===== src/hw/tsa_pkg.sv =====
// constants for the sysref multiblock alignment controller
// assumes a plain register port and one link clock
package tsa_pkg;
    localparam logic [7:0]  ADDR_SYSREF_CTRL = 8'h54;
    localparam logic [7:0]  ADDR_ERROR_LOG   = 8'h60;
    localparam logic [7:0]  ADDR_ERROR_EN    = 8'h64;
    localparam int          CTRL_REINIT_BIT  = 0;
    localparam int          CTRL_ALWAYS_BIT  = 1;
    localparam int          CTRL_SINGLE_BIT  = 2;
    localparam int          OFFSET_LSB       = 8;
    localparam int          ERR_PERIOD_BIT   = 0;
    localparam int          ERR_UNDER_BIT    = 7;
    localparam int          ERR_OVER_BIT     = 8;
    localparam logic [7:0]  OFFSET_RESET     = 8'h00;
    localparam logic        SINGLE_RESET     = 1'h1;
    localparam logic        ALWAYS_RESET     = 1'h0;
    localparam logic        REINIT_RESET     = 1'h0;
    localparam logic [8:0]  ERR_EN_RESET     = 9'h181;
    localparam int          E_MULTI          = 1;
    localparam int          LEMC_TOP_INT     = E_MULTI * 16 - 1;
    localparam logic [11:0] LEMC_TOP         = 12'(LEMC_TOP_INT);
    localparam logic [11:0] SYSREF_PERIOD    = 12'(E_MULTI * 32);
    localparam logic [11:0] OFFSET_MAX       = 12'h0FF;
endpackage : tsa_pkg


===== src/hw/tsa_align_ctrl.sv =====
// sysref alignment control, error log and enable registers
// assumes sysref and gearbox flags synchronous to the link clock
//
// Contract
// - a sysref rising edge loads the counter with the offset field while single-detect or always-on is set.
// - the multiblock counter runs from 0 to E*16-1 on the link clock.
// - offsets above 255 cannot be applied; the field is eight bits.
// - an offset beyond the counter range is applied as zero.
// - default offset returns the counter to zero on the edge.
// - single-detect bit 2 resets to one and self-clears after capture.
// - single-detect realigns only on the first edge while set.
// - no end-of-multiblock marker before any sysref edge was sampled.
// - always-on bit 1 resets to zero, realigns on every edge.
// - always-on checks sysref period is a multiple of E*32.
// - reinit bit 0 resets pipeline and status, keeps sysref capture.
// - reinit bit self-clears on leaving reinit, resets to zero.
// - error log bits raise interrupt only when enabled at 0x64.
// - error bit 8 logs gearbox overflow, write one clears.
// - error bit 7 logs gearbox underflow, write one clears.
`timescale 1ns/1ps
module tsa_align_ctrl (
    input  wire logic        clock_in,
    input  wire logic        reset_n_in,
    input  wire logic [7:0]  addr_in,
    input  wire logic [31:0] wdata_in,
    input  wire logic        write_in,
    input  wire logic        read_in,
    input  wire logic        sysref_in,
    input  wire logic        gearbox_overflow_in,
    input  wire logic        gearbox_underflow_in,
    output logic      [31:0] rdata_out,
    output logic      [11:0] lemc_count_out,
    output logic             end_multiblock_out,
    output logic             link_reinit_out,
    output logic             irq_out
);
    typedef enum logic [1:0] {
        TSA_IDLE,
        TSA_REINIT
    } tsa_state_e;

    tsa_state_e  state;
    logic [7:0]  offset;
    logic        single_edge_align_req;
    logic        always_on;
    logic        reinit_req;
    logic [8:0]  err_en;
    logic        period_err;
    logic        gearbox_underflow_flag;
    logic        gearbox_overflow_flag;
    logic        sysref_q;
    logic        sysref_rise;
    logic        sysref_seen;
    logic        align_load;
    logic [11:0] count;
    logic        wrap;
    logic [11:0] period_cnt;
    logic        period_armed;
    logic [8:0]  err_vec;
    logic        wr_ctrl;
    logic        wr_log;
    logic        wr_en;

    function automatic logic hit(input logic [7:0] a, input logic [7:0] o);
        hit = (a == o);
    endfunction : hit

    assign wr_ctrl     = write_in && hit(addr_in, tsa_pkg::ADDR_SYSREF_CTRL);
    assign wr_log      = write_in && hit(addr_in, tsa_pkg::ADDR_ERROR_LOG);
    assign wr_en       = write_in && hit(addr_in, tsa_pkg::ADDR_ERROR_EN);
    assign sysref_rise = sysref_in && !sysref_q;
    assign align_load  = sysref_rise && (single_edge_align_req || always_on);

    always_comb begin
        err_vec = 9'h000;
        err_vec[tsa_pkg::ERR_PERIOD_BIT] = period_err;
        err_vec[tsa_pkg::ERR_UNDER_BIT]  = gearbox_underflow_flag;
        err_vec[tsa_pkg::ERR_OVER_BIT]   = gearbox_overflow_flag;
    end

    always_ff @(posedge clock_in or negedge reset_n_in) begin
        if (!reset_n_in) begin
            sysref_q <= 1'b0;
        end else begin
            sysref_q <= sysref_in;
        end
    end

    // sysref capture survives reinit on purpose
    always_ff @(posedge clock_in or negedge reset_n_in) begin
        if (!reset_n_in) begin
            sysref_seen <= 1'b0;
        end else if (align_load) begin
            sysref_seen <= 1'b1;
        end
    end

    always_ff @(posedge clock_in or negedge reset_n_in) begin
        if (!reset_n_in) begin
            offset <= tsa_pkg::OFFSET_RESET;
        end else if (wr_ctrl) begin
            offset <= wdata_in[tsa_pkg::OFFSET_LSB +: 8];
        end
    end

    // a write-one beats the hardware clear in the same cycle
    always_ff @(posedge clock_in or negedge reset_n_in) begin
        if (!reset_n_in) begin
            single_edge_align_req <= tsa_pkg::SINGLE_RESET;
        end else if (wr_ctrl && wdata_in[tsa_pkg::CTRL_SINGLE_BIT]) begin
            single_edge_align_req <= 1'b1;
        end else if (sysref_rise && single_edge_align_req) begin
            single_edge_align_req <= 1'b0;
        end
    end

    always_ff @(posedge clock_in or negedge reset_n_in) begin
        if (!reset_n_in) begin
            always_on <= tsa_pkg::ALWAYS_RESET;
        end else if (wr_ctrl) begin
            always_on <= wdata_in[tsa_pkg::CTRL_ALWAYS_BIT];
        end
    end

    always_ff @(posedge clock_in or negedge reset_n_in) begin
        if (!reset_n_in) begin
            reinit_req <= tsa_pkg::REINIT_RESET;
        end else if (wr_ctrl && wdata_in[tsa_pkg::CTRL_REINIT_BIT]) begin
            reinit_req <= 1'b1;
        end else if (state == TSA_REINIT) begin
            reinit_req <= 1'b0;
        end
    end

    always_ff @(posedge clock_in or negedge reset_n_in) begin
        if (!reset_n_in) begin
            state <= TSA_IDLE;
        end else begin
            case (state)
                TSA_IDLE: begin
                    if (reinit_req) begin
                        state <= TSA_REINIT;
                    end
                end
                TSA_REINIT: begin
                    state <= TSA_IDLE;
                end
                default: begin
                    state <= TSA_IDLE;
                end
            endcase
        end
    end

    always_ff @(posedge clock_in or negedge reset_n_in) begin
        if (!reset_n_in) begin
            link_reinit_out <= 1'b0;
        end else begin
            link_reinit_out <= (state == TSA_IDLE) && reinit_req;
        end
    end

    always_ff @(posedge clock_in or negedge reset_n_in) begin
        if (!reset_n_in) begin
            err_en <= tsa_pkg::ERR_EN_RESET;
        end else if (wr_en) begin
            err_en <= wdata_in[8:0];
        end
    end

    // period counter spans edges; any edge off an E*32 multiple is an error
    always_ff @(posedge clock_in or negedge reset_n_in) begin
        if (!reset_n_in) begin
            period_cnt   <= 12'h000;
            period_armed <= 1'b0;
        end else if (!always_on) begin
            period_cnt   <= 12'h000;
            period_armed <= 1'b0;
        end else if (sysref_rise) begin
            period_cnt   <= 12'h001;
            period_armed <= 1'b1;
        end else if (period_cnt >= tsa_pkg::SYSREF_PERIOD - 12'h001) begin
            period_cnt <= 12'h000;
        end else begin
            period_cnt <= period_cnt + 12'h001;
        end
    end

    // a new error wins over a write-one clear in the same cycle
    always_ff @(posedge clock_in or negedge reset_n_in) begin
        if (!reset_n_in) begin
            period_err <= 1'b0;
        end else if (always_on && sysref_rise && period_armed &&
                     period_cnt != 12'h000) begin
            period_err <= 1'b1;
        end else if (link_reinit_out ||
                     (wr_log && wdata_in[tsa_pkg::ERR_PERIOD_BIT])) begin
            period_err <= 1'b0;
        end
    end

    always_ff @(posedge clock_in or negedge reset_n_in) begin
        if (!reset_n_in) begin
            gearbox_underflow_flag <= 1'b0;
        end else if (gearbox_underflow_in) begin
            gearbox_underflow_flag <= 1'b1;
        end else if (link_reinit_out ||
                     (wr_log && wdata_in[tsa_pkg::ERR_UNDER_BIT])) begin
            gearbox_underflow_flag <= 1'b0;
        end
    end

    always_ff @(posedge clock_in or negedge reset_n_in) begin
        if (!reset_n_in) begin
            gearbox_overflow_flag <= 1'b0;
        end else if (gearbox_overflow_in) begin
            gearbox_overflow_flag <= 1'b1;
        end else if (link_reinit_out ||
                     (wr_log && wdata_in[tsa_pkg::ERR_OVER_BIT])) begin
            gearbox_overflow_flag <= 1'b0;
        end
    end

    always_ff @(posedge clock_in or negedge reset_n_in) begin
        if (!reset_n_in) begin
            irq_out <= 1'b0;
        end else begin
            irq_out <= |(err_vec & err_en);
        end
    end

    always_ff @(posedge clock_in or negedge reset_n_in) begin
        if (!reset_n_in) begin
            rdata_out <= 32'h0000_0000;
        end else if (read_in) begin
            case (addr_in)
                tsa_pkg::ADDR_SYSREF_CTRL: begin
                    rdata_out <= {16'h0000, offset, 5'h00,
                                  single_edge_align_req, always_on,
                                  reinit_req};
                end
                tsa_pkg::ADDR_ERROR_LOG: begin
                    rdata_out <= {23'h000000, err_vec};
                end
                tsa_pkg::ADDR_ERROR_EN: begin
                    rdata_out <= {23'h000000, err_en};
                end
                default: begin
                    rdata_out <= 32'h0000_0000;
                end
            endcase
        end else begin
            rdata_out <= 32'h0000_0000;
        end
    end

    tsa_lemc_counter u_counter (
        .clock_in   (clock_in),
        .reset_n_in (reset_n_in),
        .load_in    (align_load),
        .offset_in  (offset),
        .count_out  (count),
        .wrap_out   (wrap)
    );

    always_ff @(posedge clock_in or negedge reset_n_in) begin
        if (!reset_n_in) begin
            lemc_count_out     <= 12'h000;
            end_multiblock_out <= 1'b0;
        end else begin
            lemc_count_out     <= count;
            end_multiblock_out <= wrap && sysref_seen;
        end
    end
endmodule : tsa_align_ctrl


===== src/hw/tsa_lemc_counter.sv =====
// local extended multiblock counter with sysref alignment load
// assumes sysref edge pulse already formed in the link clock domain
`timescale 1ns/1ps
module tsa_lemc_counter (
    input  wire logic        clock_in,
    input  wire logic        reset_n_in,
    input  wire logic        load_in,
    input  wire logic [7:0]  offset_in,
    output logic      [11:0] count_out,
    output logic             wrap_out
);
    logic [11:0] applied;

    // out-of-range offset falls back to zero; no offset beyond 255 exists
    always_comb begin
        applied = {4'h0, offset_in};
        if (tsa_pkg::LEMC_TOP < tsa_pkg::OFFSET_MAX &&
            applied > tsa_pkg::LEMC_TOP) begin
            applied = 12'h000;
        end
    end

    always_ff @(posedge clock_in or negedge reset_n_in) begin
        if (!reset_n_in) begin
            count_out <= 12'h000;
        end else if (load_in) begin
            count_out <= applied;
        end else if (count_out >= tsa_pkg::LEMC_TOP) begin
            count_out <= 12'h000;
        end else begin
            count_out <= count_out + 12'h001;
        end
    end

    always_ff @(posedge clock_in or negedge reset_n_in) begin
        if (!reset_n_in) begin
            wrap_out <= 1'b0;
        end else begin
            wrap_out <= !load_in && count_out >= tsa_pkg::LEMC_TOP;
        end
    end
endmodule : tsa_lemc_counter


===== config.mk =====
export PLATFORM = sky130hd
export DESIGN_NAME = tsa_align_ctrl
export DESIGN_NICKNAME = d
export VERILOG_FILES = /design/src/hw/tsa_pkg.sv /design/src/hw/tsa_align_ctrl.sv /design/src/hw/tsa_lemc_counter.sv
export SDC_FILE = /design/constraint.sdc
export NUM_CORES = 1
export LEC_CHECK = 0
export ABC_CLOCK_PERIOD_IN_PS = 1700
export BUFFER_PORTS_ARGS = -buffer_cell sky130_fd_sc_hd__buf_2
export CAP_MARGIN = 20
export CORE_UTILIZATION = 25
export DETAILED_ROUTE_END_ITERATION = 7
export SETUP_SLACK_MARGIN = 0.4
export SKIP_CTS_REPAIR_TIMING = 1
export SLEW_MARGIN = 15
export SYNTH_ARGS = -nofsm -noshare
export SYNTH_HDL_FRONTEND = slang
export SYNTH_HIERARCHICAL = 1
export SYNTH_SLANG_ARGS = --single-unit

===== constraint.sdc =====
create_clock -name clock_in -period 1.7 [get_ports clock_in]
set_input_delay 0.255 -clock clock_in [delete_from_list [all_inputs] [get_ports clock_in]]
set_output_delay 0.255 -clock clock_in [all_outputs]
set_load 0.01 [all_outputs]

* Word-level counts from Yosys, hierarchy flattened
Index checks and enable logic that the tools add are counted.
** Word-level totals
- Register bits after elaboration :: 100
- Output and inout port bits :: 47
** Cells by class
- Reduce and logical (&&, ||, !) cells :: 31
- Multiplexer cells :: 22
- Equality and inequality tests :: 6
- Magnitude comparators :: 3
- $add $sub $neg :: 2
- Bitwise gates (word level) :: 1
** Operators with widths (number)
- 12-bit 2-to-1 mux :: 5
- 16-bit one-hot mux with 3 select lines :: 1
- 32-bit 2-to-1 mux :: 1
- 12-bit by 1-bit adder with 12-bit output, second input constant :: 2
- 8-bit by 7-bit equality test with 1-bit output, second input constant :: 3
- 1-bit logical AND :: 17
- 12-bit by 4-bit >= comparator with 1-bit output, second input constant :: 1
- 12-bit by 5-bit >= comparator with 1-bit output, second input constant :: 1
- 1-bit 2-to-1 mux :: 12
- 12-bit nonzero test :: 1
- 2-bit nonzero test :: 5
- 9-bit AND :: 1
- 9-bit OR reduction :: 1
- 8-bit by 4-bit greater-than comparator with 1-bit output, second input constant :: 1
- 8-bit 2-to-1 mux :: 1
- 1-bit logical OR :: 4
- 2-bit 2-to-1 mux :: 2
- 2-bit by 1-bit equality test with 1-bit output, second input constant :: 1
- 1-bit zero test :: 2
- 2-bit zero test :: 1
- 2-bit by 1-bit != test with 1-bit output, second input constant :: 1
- 2-bit != test, second input constant :: 1

* Depth between registers and ports, before layout
Gate-level depths: netlist (run 1).
- Depth in word-level cells :: 6
- Gate-level depth with buffers :: 5
- Mapped depth without buffers :: 5

* Hierarchy
The synthesis (run 1) kept the hierarchy.
** Modules (own cells, without submodules)
- tsa_align_ctrl :: area an instance 2688.8 um2, cells an instance 201, sequential area each 1756.7 um2, instances 1
- tsa_lemc_counter :: area an instance 464.2 um2, cells an instance 32, sequential area each 325.3 um2, instances 1

* Worst setup path after synthesis (run 1)
Ideal clock, no wire load.
- Path type :: in2reg
- Start :: input addr_in[3]
- End :: register period_err
- Data required time :: 1.578 ns
- Arrival time :: 1.535 ns
- Stages :: 3
- Buffers on the path :: 0
- Setup slack :: 0.043 ns
- Path through :: or4b_4 -> or4_1 -> a32o_1
** Between the ends
- Word-level cells in the longest chain between the ends :: 5
** Ends and longest elaborated chain
- from (decl) :: line tsa_align_ctrl.sv:24 : input wire logic [7:0] addr_in,
- 8-bit by 7-bit equality test with 1-bit output :: line tsa_align_ctrl.sv:65 : hit = (a == o);
- 1-bit logical AND :: line tsa_align_ctrl.sv:69 : assign wr_log = write_in && hit(addr_in, tsa_pkg::ADDR_ERROR_LOG);
- 1-bit logical AND :: line tsa_align_ctrl.sv:197 : (wr_log && wdata_in[tsa_pkg::ERR_PERIOD_BIT])) begin
- 1-bit logical OR :: line tsa_align_ctrl.sv:196 : end else if (link_reinit_out ||
- 2-bit nonzero test (no line)
- to (signal assigned) :: line tsa_align_ctrl.sv:192 : period_err <= 1'b0;
- to (signal assigned) :: line tsa_align_ctrl.sv:195 : period_err <= 1'b1;
- to (signal assigned) :: line tsa_align_ctrl.sv:198 : period_err <= 1'b0;
- to (decl) :: line tsa_align_ctrl.sv:48 : logic period_err;
Every way passes these cells.
A chain may end at the register's enable or synchronous reset.

* Worst setup path after layout (run 1)
- Start :: register u_counter.count_out[7]
- End :: register u_counter.count_out[0]
** Between the ends
- Word-level cells in the longest chain between the ends :: 3
** Ends and longest elaborated chain
- from (decl) :: line tsa_lemc_counter.sv:9 : output logic [11:0] count_out,
- from (signal assigned) :: line tsa_lemc_counter.sv:27 : count_out <= applied;
- from (signal assigned) :: line tsa_lemc_counter.sv:31 : count_out <= count_out + 12'h001;
- 12-bit by 4-bit >= comparator with 1-bit output :: line tsa_lemc_counter.sv:28 : end else if (count_out >= tsa_pkg::LEMC_TOP) begin
- 12-bit 2-to-1 mux :: line tsa_lemc_counter.sv:28
- 12-bit 2-to-1 mux :: line tsa_lemc_counter.sv:26 : end else if (load_in) begin
Every way passes these cells.

==> run_results.csv, run 1 <==
group,metric,value,unit
status,outcome,"finished clean",
yosys,synth-seq-area-share,0.6603,
grt,met3_usage,0.03706,
sta,maxSlewViolCount,0,
die,core_area,12160,sq um
placement,routabilityCongestion,0.8009,
die,io_pins,94,
setup_path,required,1970,ps
drt,drtAntennaViolNets,0,
setup_path,arrival,1790,ps
drt,wirelength,6742,microns
grt,met2_usage,0.1685,
finish,final_nets,382,
placement,placed_cell_area,3815,sq um
die,start_util,0.2593,
clock_network,cts_tree,"built",
sta,tightest_slew,514.8,ps
grt,grt_pass1_wl,10520,microns
yosys,syn-instance-count,233,
power,power.density,1011,nW/um^2
placement,port_buffers,61,
worst_hold_path,holdCritPathClass,"in2reg",
finish,final_cell_mix,"dfrtp_1 (79), buf_2 (59), conb_1 (30), buf_4 (15), and3_1 (12)",
sta,fin_crit_sh,0.8981,
grt,grt_most_used_layer,"met2",
setup_path,worstSetupStartpointType,"flip-flop",
die,die_w,114.3,microns
power,power,0.004292,W
drt,drt_iter0_drc,98,
grt,met1_usage,0.1319,
yosys,ys_ff_latch,83,
yosys,syn_area,3153,sq um
yosys,synth_edf_count,0,
grt,track_usage,0.1087,
grt,overflow,0,
power,ir_drop,0.5344,mV
clock_network,root_buffer,"clkbuf_16",
drt,first_pass_iters,4,
clock_network,cts.clk_slew.worst_paths,60,ps
yosys,synth_cell_type_count,44,
drt,via_count,2088,
drt,viasPerCell,4.135,
setup_path,path_delay_family,"simple AND/OR/NAND/NOR gates",
sta,skew,6.220,ps
die,rows,40,
setup_path,crit_path_cell_trace,"or4_4 -> or3b_4 -> o2bb2ai_2",
finish,stdcell_count,505,
setup_path,crit_fanout,2,
yosys,synth.avg_cell_area,13.53,sq um
grt,antenna_found_initial,1,
sta,final.setup.worst_slack,173.2,ps
flow_run,cap_violations,0,
sta,maxSlewHeadroom,0.6568,
clock_network,cts-buffers-inserted,9,
placement,placed_cells,485,
clock_network,max-clock-path-buffers,2,
placement,dpl.hpwl,4770,microns
grt,grt_max_degree,39,
drt,drc,0,
sta,max_freq,655.0,MHz
placement,dpl_worst_slack,-79.56,ps
power,leakage,2.116,nW
clock_network,clock_latency,330,ps
sta,finalHoldViolCount,0,
sta,grt_setup_unrepaired,"yes",
setup_path,r2r_slack,170,ps
finish,final_cell_area,4245,sq um
setup_path,cp_num_buf_inv,0,
setup_path,end_kind,"flip-flop",
die,die-area,13070,sq um
grt,grt_pass1_vias,2062,
setup_path,crit_type,"reg2reg",
sta,finalCriticalPeriod,1527,ps
setup_path,slowest_stage,"or4_4",
finish,layout_commonest_cell,"dfrtp_1",
sta,setup_viol,0,
die,die_h,114.3,microns
yosys,synth_top_flop_cell,"dfrtp_1",
yosys,ys_warn_count,6,
finish,area_growth,34.64,%
finish,layout-drive-gt1-share,0.4065,
clock_network,clock-sinks,83,
finish,num_antenna_cells,0,
setup_path,slowest_delay,550,ps
clock_network,htree_num_levels,3,
yosys,async_flop_share,1.000,
drt,avgRoutedWirePerCell,13.35,microns
## power breakdown
part           switching (W)  total (W)  leakage (nW)  internal (W)
Clock               0.000780    0.00197         0.155       0.00119
Combinational       0.000137   0.000244         0.893      0.000107
Sequential         0.0000343    0.00207          1.07       0.00204
Total               0.000951    0.00429          2.12       0.00334
## state kept, by name, summed over array words and instances (netlist names), 8 cells and up
register,flops
lemc_count_out,12
offset,8
rdata_out,16
err_en,9
period_cnt,12
u_counter/count_out,12
## cells in the mapped netlist, types with 3 or more instances
cell      instances  area share
dfrtp_1          79        0.63
mux2_2           18       0.064
nor3_1            6      0.0095
clkbuf_1          3      0.0036
and3_1           13       0.026
o21ai_0           4      0.0063
ha_1              3       0.012
nand2_1          10       0.012
nand3_1           6      0.0095
dfstp_2           4       0.033
or4_1             4      0.0095
inv_1             6      0.0071
nor2b_1           7       0.014
a21oi_1           3      0.0048
nor2_1            4      0.0048
and3b_1           6       0.017
buf_4            16       0.038
## cell type report
| class | count | area, sq um |
|---|---|---|
| fillers | 1199 | 7916 |
| flip-flops and latches | 83 | 2082 |
| multi-input cells | 153 | 1147 |
| repair buffers | 79 | 471.7 |
| clock buffers | 10 | 239.0 |
| well taps | 168 | 210.2 |
| clock inverters | 6 | 72.57 |
| inverters | 6 | 22.52 |
## cell families after synthesis
group           share of synthesized area
xor+xnor                          0.01111
flops                              0.6603
simple gates                       0.1433
compound gates                    0.05318
buf+inv                           0.05040
fa+ha+maj                         0.01191
mux                               0.06746
other cells                      0.002382
## path summary, 6_finish.rpt
check,start,to,cells after the start
max,u_counter/count_out[7]$_DFF_PN0_,u_counter/count_out[0]$_DFF_PN0_,3
min,sysref_in,sysref_q$_DFF_PN0_,1
max reg2reg,u_counter/count_out[7]$_DFF_PN0_,u_counter/count_out[0]$_DFF_PN0_,3
min reg2reg,u_counter/count_out[7]$_DFF_PN0_,lemc_count_out[7]$_DFF_PN0_,0
max in group asynchronous,reset_n_in,period_cnt[6]$_DFF_PN0_,3
min in group asynchronous,reset_n_in,gearbox_underflow_flag$_DFFE_PN0P_,2
## metrics by stage
step | setup TNS [ps] | utilization | hold WS, ps
after floorplan | 0 | - | -40.59
after global placement | -190.2 | 0.3137 | 253.9
after detailed placement | -221.4 | 0.3137 | 259.3
after CTS | 0 | 0.3393 | -107.2
after global routing | 0 | 0.3491 | 47.30
final | 0 | 0.3491 | 52.16
## per-layer routing
| layer | wire (microns) | vias up |
|---|---|---|
| met4 | 150 | 2 |
| li1 | - | 981 |
| met2 | 3307 | 58 |
| met3 | 383 | 11 |
| met1 | 2892 | 1036 |
| met5 | 8 | - |
No activity file was read; power rests on OpenSTA's default activity.
==> run 2, diff against run 1 <==
Settings changed: REMOVE_ABC_BUFFERS set to 1.
==> run 2 against run 1 <==
  * Die area unchanged
  * Sequential power about the same
  * Cell count down 0.79%
  * Maximum frequency down 1.2%
  * Hold slack better by 5.9 ps
  * Utilization down 0.33 points
  * Power down 3.3%
  * Design area down 0.94%
  * Largest power group unchanged
  * Highest routed layer is now met4
==> run_results.csv, run 2 (synthesis gave the netlist of run 1 again) <==
group,metric,value,unit
setup_path,worstSetupStartpointType,"flip-flop",
grt,grt_pass1_vias,2052,
placement,routabilityCongestion,0.7725,
setup_path,slowest_delay,550,ps
drt,drtAntennaViolNets,0,
clock_network,cts.clk_slew.worst_paths,60,ps
finish,layout_commonest_cell,"dfrtp_1",
setup_path,critPathLaunch,"u_counter/count_out[10]$_DFF_PN0_",
sta,tightest_slew,556.6,ps
drt,viasPerCell,4.060,
finish,largest_reg_flops,16,
sta,skew,5.066,ps
finish,area_growth,33.37,%
die,die_w,114.3,microns
setup_path,critical_path_depth,3,
placement,placed_cells,483,
worst_hold_path,holdCritPathClass,"in2reg",
grt,overflow,0,
die,die-area,13070,sq um
die,die_h,114.3,microns
finish,stdcell_count,501,
grt,antenna_found_initial,0,
finish,regMostFlops,"rdata_out",
finish,nFillCells,1184,
setup_path,slowest_stage,"or4_4",
grt,grt_pass1_wl,10030,microns
setup_path,required,1950,ps
flow_run,cap_violations,0,
finish,layout-drive-gt1-share,0.4054,
clock_network,cts-buffers-inserted,9,
sta,finalCriticalPeriod,1546,ps
finish,ff_latch_area,2082,sq um
clock_network,clock-sinks,83,
finish,fin_util,0.3458,
setup_path,end_kind,"flip-flop",
finish,num_antenna_cells,0,
die,io_pins,94,
grt,grt_max_degree,43,
setup_path,r2r_slack,150,ps
sta,fin_crit_sh,0.9092,
drt,first_pass_iters,4,
clock_network,max-clock-path-buffers,2,
sta,max_freq,647.0,MHz
sta,tns,0,ps
setup_path,crit_path_cell_trace,"or4_4 -> or3b_4 -> o2bb2ai_2",
clock_network,cts_tree,"built",
placement,dpl.hpwl,4610,microns
setup_path,path_delay_family,"simple AND/OR/NAND/NOR gates",
setup_path,arrival,1800,ps
setup_path,crit_fanout,2,
finish,final_nets,379,
sta,setup_viol,0,
drt,drt_iter0_drc,87,
power,power,0.004152,W
clock_network,clock_latency,330,ps
clock_network,htree_num_levels,3,
setup_path,reg2reg_from,"u_counter/count_out[10]$_DFF_PN0_",
finish,final_cell_mix,"dfrtp_1 (79), buf_2 (59), conb_1 (30), mux2_2 (18)",
power,power.density,987.3,nW/um^2
sta,finalHoldViolCount,0,
clock_network,root_buffer,"clkbuf_16",
setup_path,crit_type,"reg2reg",
die,core_area,12160,sq um
drt,wirelength,6406,microns
sta,maxSlewViolCount,0,
setup_path,worstSetupEndpoint,"u_counter/count_out[3]$_DFF_PN0_",
die,start_util,0.2593,
setup_path,cp_num_buf_inv,0,
sta,hold_ws,58.07,ps
grt,track_usage,0.1037,
placement,port_buffers,61,
finish,multi_input_area,1141,sq um
drt,via_count,2034,
power,ir_drop,0.4574,mV
sta,maxSlewHeadroom,0.6289,
status,outcome,"finished clean",
sta,grt_setup_unrepaired,"yes",
setup_path,ff2ff_path_depth,3,
setup_path,r2r-end,"u_counter/count_out[3]$_DFF_PN0_",
drt,drc,0,
die,rows,40,
drt,avgRoutedWirePerCell,12.79,microns
power,leakage,2.092,nW
==> run 2: layer usage <==
layer	up-vias	share of wire	global-route usage
met5	-	0	0
met4	0	0.028	0.06147
met3	12	0.041	0.03494
met2	50	0.49	0.1665
met1	1001	0.44	0.1206
li1	971	-	-
==> run 2: how the worst min path moves through the flow <==
| stage | from | endpoint | depth (start not counted) |
|---|---|---|---|
| 6_report | sysref_in | sysref_q$_DFF_PN0_ | 1 |
| 5_1_grt | sysref_in | sysref_q$_DFF_PN0_ | 1 |
| 4_1_cts | reset_n_in | rdata_out[5]$_DFF_PN0_ | 1 |
| 3_5_place_dp | reset_n_in | link_reinit_out$_DFF_PN0_ | 1 |
| 3_3_place_gp | reset_n_in | link_reinit_out$_DFF_PN0_ | 1 |
| 2_1_floorplan | reset_n_in | always_on$_DFFE_PN0N_ | 0 |
==> run 2: per-stage QoR <==
stage	worst slack, ps	cell area (sq um)
floorplan	43.10	3122
global placement	-86.93	3762
detailed placement	-110.4	3762
CTS	103.0	4046
global route	111.0	4205
finish	154.3	4205
==> run 2: layout make-up <==
class	count	share of cell area
well taps	168	0.04999
clock buffers	10	0.05445
inverters	6	0.005356
multi-input cells	152	0.2713
repair buffers	77	0.1107
flip-flops and latches	83	0.4951
clock inverters	5	0.01309
==> run 2: worst reg2reg max path: stages (launching register included) <==
cell	delay [ps]
dfrtp_1	370
or4_4	550
or3b_4	430
o2bb2ai_2	120
==> run 2: power breakdown <==
group,internal (W),switching (W),leakage [nW]
Sequential,0.00204,0.0000321,1.07
Combinational,0.000102,0.000135,0.889
Clock,0.00112,0.000721,0.134
Total,0.00326,0.000888,2.09
